===== src/inc/ssio_consts.vh =====
`ifndef SSIO_CONSTS_VH
`define SSIO_CONSTS_VH

// Register bus geometry
`define SSIO_ADDR_W 3
`define SSIO_DATA_W 8

// Register offsets
`define SSIO_OFS_PIN_LEVEL 3'h0
`define SSIO_OFS_LATCH 3'h1
`define SSIO_OFS_DIRECTION 3'h2
`define SSIO_OFS_SHARED_G 3'h3
`define SSIO_OFS_SEG_EN 3'h4

// Field positions
`define SSIO_PULLUP_BIT 7

// Reset values
`define SSIO_RST_LATCH 8'h00
`define SSIO_RST_DIRECTION 8'hff
`define SSIO_RST_PULLUP 1'h0
`define SSIO_RST_SEG_EN 8'h00
`define SSIO_RST_RDATA 8'h00

// Read value of unmapped offsets and unimplemented bits
`define SSIO_READ_ZERO 8'h00
`define SSIO_G_LOW_ZERO 7'h00

// Direction bit encoding
`define SSIO_DIR_OUTPUT 1'h0
`define SSIO_DIR_INPUT 1'h1

`endif


===== src/rtl/ssio_unused_none.v =====
`timescale 1ns/1ps
`default_nettype none
`default_nettype wire


===== src/rtl/ssio_pin_cell.v =====
`timescale 1ns/1ps
`default_nettype none
`include "ssio_consts.vh"

module ssio_pin_cell (
  input wire mclk,
  input wire arst_n,
  input wire latch_bit,
  input wire dir_bit,
  input wire pullup_global,
  input wire seg_bit,
  input wire pin_sync,
  output wire pin_read,
  output reg pin_out,
  output reg pin_oe,
  output reg pin_pullup,
  output reg seg_drive
);

  wire drive_next;
  wire pullup_next;

  // Segment ownership overrides the direction bit
  assign drive_next = !seg_bit && (dir_bit == `SSIO_DIR_OUTPUT);
  // Pull-up only on an input pin owned by the port
  assign pullup_next = pullup_global && !seg_bit && (dir_bit == `SSIO_DIR_INPUT);
  // A segment pin reads zero: port input is cut off
  assign pin_read = seg_bit ? 1'b0 : pin_sync;

  always @(posedge mclk or negedge arst_n) begin
    if (!arst_n) begin
      pin_out <= 1'b0;
      pin_oe <= 1'b0;
      pin_pullup <= 1'b0;
      seg_drive <= 1'b0;
    end else begin
      pin_out <= drive_next ? latch_bit : 1'b0;
      pin_oe <= drive_next;
      pin_pullup <= pullup_next;
      seg_drive <= seg_bit;
    end
  end

endmodule // ssio_pin_cell

`default_nettype wire


===== src/rtl/ssio_port.v =====
// Functional notes
// - Eight pins with latch, direction, input bits
// - Direction 0 drives latch; 1 reads pin
// - Each pin's direction set independently
// - Reset sets all direction bits: inputs
// - Shared bit 7 enables all pull-ups
// - Output pins never get a pull-up
// - Pull-up enable clears on reset
// - Segment enable bit n selects pin n
// - Segment enable disables all pin I/O
// - Segment overrides the direction bit
//
// Local design decisions: the register offsets and strobed register access.
`timescale 1ns/1ps
`default_nettype none
`include "ssio_consts.vh"

module ssio_port #(
  parameter PINS = 8
) (
  input wire mclk,
  input wire arst_n,
  input wire [`SSIO_ADDR_W-1:0] reg_addr,
  input wire [`SSIO_DATA_W-1:0] reg_wdata,
  input wire reg_wr,
  input wire reg_rd,
  output reg [`SSIO_DATA_W-1:0] reg_rdata,
  input wire [PINS-1:0] io_pin_in,
  output wire [PINS-1:0] io_pin_out,
  output wire [PINS-1:0] io_pin_oe,
  output wire [PINS-1:0] io_pin_pullup,
  output wire [PINS-1:0] lcd_segment_output_en
);

  ////////////////////////////////////////////////////////////////////////////
  // Register state

  reg [PINS-1:0] output_latch_reg;
  reg [PINS-1:0] output_latch_next;
  reg [PINS-1:0] direction_reg;
  reg [PINS-1:0] direction_next;
  reg port_pullup_enable_reg;
  reg port_pullup_enable_next;
  reg [PINS-1:0] segment_enable_low_reg;
  reg [PINS-1:0] segment_enable_low_next;
  reg [`SSIO_DATA_W-1:0] reg_rdata_next;

  wire [PINS-1:0] pin_sync;
  wire [PINS-1:0] pin_level;

  ////////////////////////////////////////////////////////////////////////////
  // Address decode

  wire sel_pin_level;
  wire sel_latch;
  wire sel_direction;
  wire sel_shared_g;
  wire sel_seg_en;

  assign sel_pin_level = (reg_addr == `SSIO_OFS_PIN_LEVEL);
  assign sel_latch = (reg_addr == `SSIO_OFS_LATCH);
  assign sel_direction = (reg_addr == `SSIO_OFS_DIRECTION);
  assign sel_shared_g = (reg_addr == `SSIO_OFS_SHARED_G);
  assign sel_seg_en = (reg_addr == `SSIO_OFS_SEG_EN);

  ////////////////////////////////////////////////////////////////////////////
  // Output latch: written through either the port or the latch offset

  always @* begin
    output_latch_next = output_latch_reg;
    if (reg_wr && (sel_pin_level || sel_latch)) begin
      output_latch_next = reg_wdata[PINS-1:0];
    end
  end

  always @(posedge mclk or negedge arst_n) begin
    if (!arst_n) begin
      output_latch_reg <= `SSIO_RST_LATCH;
    end else begin
      output_latch_reg <= output_latch_next;
    end
  end

  ////////////////////////////////////////////////////////////////////////////
  // Direction register, one bit per pin

  always @* begin
    direction_next = direction_reg;
    if (reg_wr && sel_direction) begin
      direction_next = reg_wdata[PINS-1:0];
    end
  end

  always @(posedge mclk or negedge arst_n) begin
    if (!arst_n) begin
      direction_reg <= `SSIO_RST_DIRECTION;
    end else begin
      direction_reg <= direction_next;
    end
  end

  ////////////////////////////////////////////////////////////////////////////
  // Shared register: only the pull-up enable belongs to this port

  always @* begin
    port_pullup_enable_next = port_pullup_enable_reg;
    if (reg_wr && sel_shared_g) begin
      port_pullup_enable_next = reg_wdata[`SSIO_PULLUP_BIT];
    end
  end

  always @(posedge mclk or negedge arst_n) begin
    if (!arst_n) begin
      port_pullup_enable_reg <= `SSIO_RST_PULLUP;
    end else begin
      port_pullup_enable_reg <= port_pullup_enable_next;
    end
  end

  ////////////////////////////////////////////////////////////////////////////
  // Segment enable register

  always @* begin
    segment_enable_low_next = segment_enable_low_reg;
    if (reg_wr && sel_seg_en) begin
      segment_enable_low_next = reg_wdata[PINS-1:0];
    end
  end

  always @(posedge mclk or negedge arst_n) begin
    if (!arst_n) begin
      segment_enable_low_reg <= `SSIO_RST_SEG_EN;
    end else begin
      segment_enable_low_reg <= segment_enable_low_next;
    end
  end

  ////////////////////////////////////////////////////////////////////////////
  // Pin input synchroniser

  ssio_sync #(
    .WIDTH(PINS)
  ) u_sync (
    .mclk(mclk),
    .arst_n(arst_n),
    .async_in(io_pin_in),
    .sync_out(pin_sync)
  );

  ////////////////////////////////////////////////////////////////////////////
  // Per-pin mux cells

  genvar gi;
  generate
    for (gi = 0; gi < PINS; gi = gi + 1) begin : g_pin
      ssio_pin_cell u_cell (
        .mclk(mclk),
        .arst_n(arst_n),
        .latch_bit(output_latch_reg[gi]),
        .dir_bit(direction_reg[gi]),
        .pullup_global(port_pullup_enable_reg),
        .seg_bit(segment_enable_low_reg[gi]),
        .pin_sync(pin_sync[gi]),
        .pin_read(pin_level[gi]),
        .pin_out(io_pin_out[gi]),
        .pin_oe(io_pin_oe[gi]),
        .pin_pullup(io_pin_pullup[gi]),
        .seg_drive(lcd_segment_output_en[gi])
      );
    end
  endgenerate

  ////////////////////////////////////////////////////////////////////////////
  // Read path: data stand in the cycle after the strobe only

  always @* begin
    reg_rdata_next = `SSIO_READ_ZERO;
    if (reg_rd) begin
      if (sel_pin_level) begin
        reg_rdata_next = pin_level;
      end else if (sel_latch) begin
        reg_rdata_next = output_latch_reg;
      end else if (sel_direction) begin
        reg_rdata_next = direction_reg;
      end else if (sel_shared_g) begin
        reg_rdata_next = {port_pullup_enable_reg, `SSIO_G_LOW_ZERO};
      end else if (sel_seg_en) begin
        reg_rdata_next = segment_enable_low_reg;
      end else begin
        reg_rdata_next = `SSIO_READ_ZERO;
      end
    end
  end

  always @(posedge mclk or negedge arst_n) begin
    if (!arst_n) begin
      reg_rdata <= `SSIO_RST_RDATA;
    end else begin
      reg_rdata <= reg_rdata_next;
    end
  end

endmodule // ssio_port

`default_nettype wire


===== src/rtl/ssio_sync.v =====
`timescale 1ns/1ps
`default_nettype none

module ssio_sync #(
  parameter WIDTH = 8
) (
  input wire mclk,
  input wire arst_n,
  input wire [WIDTH-1:0] async_in,
  output reg [WIDTH-1:0] sync_out
);

  reg [WIDTH-1:0] meta_reg;

  // First stage is read only by the second stage
  always @(posedge mclk or negedge arst_n) begin
    if (!arst_n) begin
      meta_reg <= {WIDTH{1'b0}};
      sync_out <= {WIDTH{1'b0}};
    end else begin
      meta_reg <= async_in;
      sync_out <= meta_reg;
    end
  end

endmodule // ssio_sync

`default_nettype wire


===== config.mk =====
export PLATFORM = sky130hd
export DESIGN_NAME = ssio_port
export DESIGN_NICKNAME = d
export VERILOG_FILES = /design/src/rtl/ssio_unused_none.v /design/src/rtl/ssio_pin_cell.v /design/src/rtl/ssio_port.v /design/src/rtl/ssio_sync.v
export VERILOG_INCLUDE_DIRS = /design/src /design/src/inc
export SDC_FILE = /design/constraint.sdc
export NUM_CORES = 1
export LEC_CHECK = 0
export ABC_CLOCK_PERIOD_IN_PS = 1400
export BUFFER_PORTS_ARGS = -buffer_cell sky130_fd_sc_hd__buf_2
export CAP_MARGIN = 20
export CORE_ASPECT_RATIO = 1.2
export CORE_MARGIN = 2
export CORE_UTILIZATION = 40
export CTS_CLUSTER_SIZE = 12
export DETAILED_ROUTE_END_ITERATION = 7
export GPL_ROUTABILITY_DRIVEN = 0
export PLACE_DENSITY_LB_ADDON = 0.08
export SLEW_MARGIN = 10
export SYNTH_ARGS = -nofsm -noshare
export SYNTH_HDL_FRONTEND = slang
export SYNTH_SLANG_ARGS = --single-unit

===== constraint.sdc =====
create_clock -name mclk -period 1.4 [get_ports mclk]
set_input_delay 0.14 -clock mclk [delete_from_list [all_inputs] [get_ports mclk]]
set_output_delay 0.14 -clock mclk [all_outputs]
set_load 0.03 [all_outputs]

==> results of run 1 <==
-- timing repair --
item	4_1_cts	5_1_grt
endpoints found under the hold margin	81	0
hold buffers	9	0
resized for setup	0	0
-- worst register-to-register path: stages (launching register included) --
cell and delay (ns):
dfrtp_1 0.47, mux2_2 0.30, nand3_1 0.08, a21oi_1 0.07
-- per-stage QoR --
step,std cells,hold WS (ns)
after global routing,389,0.0366
final,389,0.0605
after floorplan,236,-0.156
after global placement,364,0.203
after detailed placement,364,0.202
after CTS,389,0.0414
-- report_power, final --
group,internal (W),switching (W),total [W]
sequential,0.00275,0.000243,0.00299
combinational,0.000435,0.000737,0.00117
clock,0.000731,0.000801,0.00153
total,0.00392,0.00178,0.00570
-- cells by family after synthesis --
family	after synthesis	synth area share [%]
AO/OA/AOI/OAI	25	5.29
AND/OR/NAND/NOR	63	10.7
flip-flops	81	65.2
buffers and inverters	41	9.42
multiplexers	26	9.37
-- layer usage --
layer / part of all wire (%) / track usage, %
met1: 44 / 18.9
met2: 50 / 24.7
met3: 4.7 / 5.16
met4: 1.5 / 5.49
met5: 0 / 0
-- area by class of cell --
cell class / count / area, um2 / share of cell area (%)
Clock buffer: 11 / 151 / 4.15
Clock inverter: 5 / 30.0 / 0.823
Inverter: 1 / 3.75 / 0.103
Multi-Input combinational cell: 114 / 792 / 21.7
Sequential cell: 81 / 2040 / 55.8
Tap cell: 92 / 115 / 3.15
Timing Repair Buffer: 85 / 520 / 14.3
-- synthesized netlist by cell type --
cell type,count,area share (%)
dfrtp_1,73,58
buf_4,32,7.7
mux2_2,26,9.4
nor2_1,18,2.2
nand2_1,13,1.6
a21oi_1,9,1.4
and2_1,8,1.6
dfstp_2,8,6.7
nor2b_1,8,1.6
nand2b_1,7,1.4
a21o_1,6,1.4
o221ai_1,6,1.7
buf_2,4,0.64
o21ai_0,3,0.48
and3_1,2,0.40
buf_6,2,0.72
clkbuf_1,2,0.24
a22oi_1,1,0.24
and3b_1,1,0.28
inv_1,1,0.12
nand3_1,1,0.16
nand4_1,1,0.20
nor3b_1,1,0.24
nor3b_4,1,0.60
or3_1,1,0.20
or3b_1,1,0.28
-- worst paths after layout --
| check | startpoint | to | slack (ns) | depth (start not counted) |
|---|---|---|---|---|
| worst max register to register | port_pullup_enable_reg | reg_rdata[7] | 0.37 | 3 |
| worst min register to register | u_sync.meta_reg[3] | u_sync.sync_out[3] | 0.35 | 0 |
| worst max-delay path | reg_rdata[7] | reg_rdata[7] | 0.36 | 1 |
| worst min-delay path | reg_wdata[0] | output_latch_reg[0] | 0.06 | 2 |
| max in group asynchronous | arst_n | direction_reg[2] | 0.66 | 3 |
| min in group asynchronous | arst_n | g_pin[6].u_cell.pin_pullup | 0.32 | 3 |
==> flow_summary.yaml, run 1 <==
run_status:
  outcome: "finished clean"
synth:
  synth_warnings: 0
  yosysSeqAreaShare_pct: 65.2
  avgSynthCellArea_um2: 13.2
  synth_area_um2: 3120
  syn_inst: 236
  ys_types: 26
  synth-seq-cells: 81
  synth_nets: 259
timing:
  slew-limit-headroom_pct: 70.0
  tns_ns: 0
  setup_violations: 0
  tightest_slew_ns: 0.450
  rsz0062_at_grt: "no"
  fmax_mhz: 959
  hold_viol_final: 0
  fin_skew_ns: 0.00765
  min_period_over_period_pct: 74.5
  finalCriticalPeriod_ns: 1.04
  postLayoutSetupSlackWorst_ns: 0.358
  slew_violations: 0
clock_tree:
  insertion_delay_ns: 0.34
  cts_tree: "built"
  root_buffer: "clkbuf_8"
  clk_pin_slew_ns: 0.08
  post_cts_buffers: 0
  cts_made_buffers: 9
  clock_path_buffers: 2
  htreeDepth: 3
  numClockSinks: 81
global_route:
  grt_max_degree: 82
  grt-ovfl-total: 0
  grt_pass1_vias: 1893
  antenna_found_initial: 0
  grt_pass1_wl_mm: 9.59
  grt_use_total_pct: 15.2
power_and_ir_drop:
  power_density_nw_per_um2: 1560
  ir_drop_mv: 0.679
  p_total_w: 0.00570
  power_leakage_nw: 1.78
flow_run:
  cap_violations: 0
critical_path:
  max_stage_delay_ns: 0.38
  crit_slowest_cell: "dfrtp_1"
  cp-end-kind: "output port"
  cp.required_ns: 1.26
  crit_chain: "buf_2"
  critical_path_class: "reg -> out"
  path_max_fanout: 1
  worstSetupStartpointType: "register"
  crit_buf_inv: 1
  cp.arrival_ns: 0.90
  crit_family: "flip-flops"
cells_and_area:
  stdcell_area_um2: 3650
  diodes: 0
  final_cell_mix: "dfrtp_1, buf_2, mux2_2, nor2_1, buf_4"
  area_growth_pct: 16.9
  layout_commonest_cell: "dfrtp_1"
  final_util_pct: 47.9
  nets: 315
  fill_cells: 754
  drive_gt1_share_pct: 42.8
drt:
  drt_iter0_drc: 59
  avgViaCountPerCell: 4.71
  routed_wl_mm: 5.97
  wire_per_inst_um: 15.3
  drc: 0
  ant_nets: 0
  dr.pass1.iters: 4
  vias: 1832
placed_design:
  pre_cts_ws_ns: 0.0964
  dp_hpwl_mm: 4.09
  io_buffers: 62
  placed_cell_area_um2: 3380
floorplan:
  die_x_um: 84.7
  io_pins: 63
  core_area_um2: 7620
  die_area_um2: 8530
  fp-row-count: 35
  dieHeight_um: 101
  start_util_pct: 41.0
worst_hold_path:
  hold_class: "in -> reg"
Note: power is estimated with default switching activity, not from simulation.
==> run 2, diff against run 1 <==
ABC_CLOCK_PERIOD_IN_PS = 1100   (was 1400)
clock period = 1.1 ns   (was 1.4 ns; I/O delays follow)
==> run 2 against run 1 <==
Against the previous run:
- cell area is 1.4% higher
- setup slack worse by 0.27 ns
- core utilization is 0.67 points higher
- clock skew is 0.0033 ns higher
- non-clock buffer count is 7 higher
- hold slack worse by 0.040 ns
- sequential share of layout area is 0.77 points lower
- wire length is 0.37% higher
- combinational power is 32% higher
- critical endpoint is now reg_rdata[6]
==> flow_summary.yaml, run 2 (synthesis results as in run 1) <==
power_and_ir_drop:
  ir_drop_mv: 1.00
  power_density_nw_per_um2: 1950
  power_leakage_nw: 1.82
drt:
  dr.pass1.iters: 4
  drt_iter0_drc: 79
  wire_per_inst_um: 15.1
  routed_wl_mm: 5.99
  vias: 1856
  drc: 0
  ant_nets: 0
  avgViaCountPerCell: 4.69
global_route:
  grt_pass1_vias: 1881
  grt-ovfl-total: 0
  grt_use_total_pct: 15.4
  antenna_found_initial: 0
  grt_pass1_wl_mm: 9.78
  grt_max_degree: 42
cells_and_area:
  diodes: 0
  drive_gt1_share_pct: 43.8
  regArea_um2: 2040
  stdcell_count: 396
  nets: 322
  final_cell_mix: "dfrtp_1, buf_2, mux2_2, buf_4, nor2_1"
  multi_input_area_um2: 795
  fill_cells: 736
  stdcell_area_um2: 3700
  layout_commonest_cell: "dfrtp_1"
  area_growth_pct: 18.5
critical_path:
  worstSetupStartpointType: "register"
  crit_slowest_cell: "dfrtp_1"
  path_max_fanout: 1
  crit_family: "flip-flops"
  cp-end-kind: "output port"
  crit_chain: "buf_2"
  crit_buf_inv: 1
  cp.arrival_ns: 0.90
  cp.required_ns: 0.99
  critical_path_class: "reg -> out"
  max_stage_delay_ns: 0.38
timing:
  tightest_slew_ns: 0.350
  hold_viol_final: 0
  fmax_mhz: 989
  slew-limit-headroom_pct: 76.7
  min_period_over_period_pct: 91.9
  setup_violations: 0
  finalCriticalPeriod_ns: 1.01
  slew_violations: 0
  rsz0062_at_grt: "no"
  fin_skew_ns: 0.0109
placed_design:
  dp_hpwl_mm: 4.15
  dp_cells: 371
  io_buffers: 62
  placed_cell_area_um2: 3450
clock_tree:
  clk_pin_slew_ns: 0.08
  post_cts_buffers: 0
  root_buffer: "clkbuf_8"
  clock_path_buffers: 2
  cts_resized: 0
  htreeDepth: 3
  insertion_delay_ns: 0.35
  numClockSinks: 81
  hold_buffers: 9
  cts_tree: "built"
  cts_made_buffers: 9
floorplan:
  dieHeight_um: 101
  io_pins: 63
  core_area_um2: 7620
  fp-row-count: 35
  die_x_um: 84.7
  start_util_pct: 41.0
  die_area_um2: 8530
flow_run:
  cap_violations: 0
worst_hold_path:
  hold_class: "in -> reg"
run_status:
  outcome: "finished clean"
-- run 2: changes by cell type in the layout (fill, tap and decap cells not counted), sizes merged --
cell,change
buf,+7
clkinvlp,-2
clkbuf,+1
clkinv,+1
-- run 2: worst reg2reg max path, delay by kind of cell (launching register included) --
family / cells / cell delay (ns)
flops: 1 / 0.56
mux: 1 / 0.15
simple gates: 1 / 0.07
compound gates: 1 / 0.13
-- run 2: final cells by class --
class / count / area share [%]
inverters: 1 / 0.101
multi-input cells: 114 / 21.5
clock inverters: 4 / 0.541
flip-flops and latches: 81 / 55.0
well taps: 92 / 3.11
clock buffers: 12 / 3.92
repair buffers: 92 / 15.8
-- run 2: where the power goes --
group	leakage, nW	switching [W]	internal, W
combinational	0.737	0.000955	0.000583
clock	0.0899	0.00101	0.000868
sequential	0.991	0.000293	0.00350
total	1.82	0.00226	0.00495
-- run 2: path summary, 6_finish.rpt --
check | cells after the start | startpoint | slack (ns) | to
min | 2 | reg_wdata[3] | 0.02 | segment_enable_low_reg[3]
max | 1 | reg_rdata[6] | 0.09 | reg_rdata[6]
min in group asynchronous | 3 | arst_n | 0.28 | u_sync.meta_reg[3]
min reg2reg | 0 | u_sync.meta_reg[1] | 0.34 | u_sync.sync_out[1]
max in group asynchronous | 3 | arst_n | 0.55 | direction_reg[7]
max reg2reg | 3 | direction_reg[7] | 0.12 | reg_rdata[7]
-- run 2: metal layers --
metal	global-route usage (%)	routed length [um]
met1	19.5	2670
met3	4.26	289
met4	6.59	106
met5	0	0
met2	25.0	2930
-- run 2: per-stage QoR --
step	worst slack (ns)	total power, W	hold slack, ns	setup TNS [ns]	util, %
global route	0.0395	0.00762	0.00542	0	48.6
finish	0.0891	0.00721	0.0203	0	48.6
global placement	-0.120	0.00538	0.109	-2.37	45.2
floorplan	0.00867	0.00511	-0.186	0	-
detailed placement	-0.163	0.00540	0.117	-2.76	45.2
CTS	0.0565	0.00732	0.000725	0	48.6
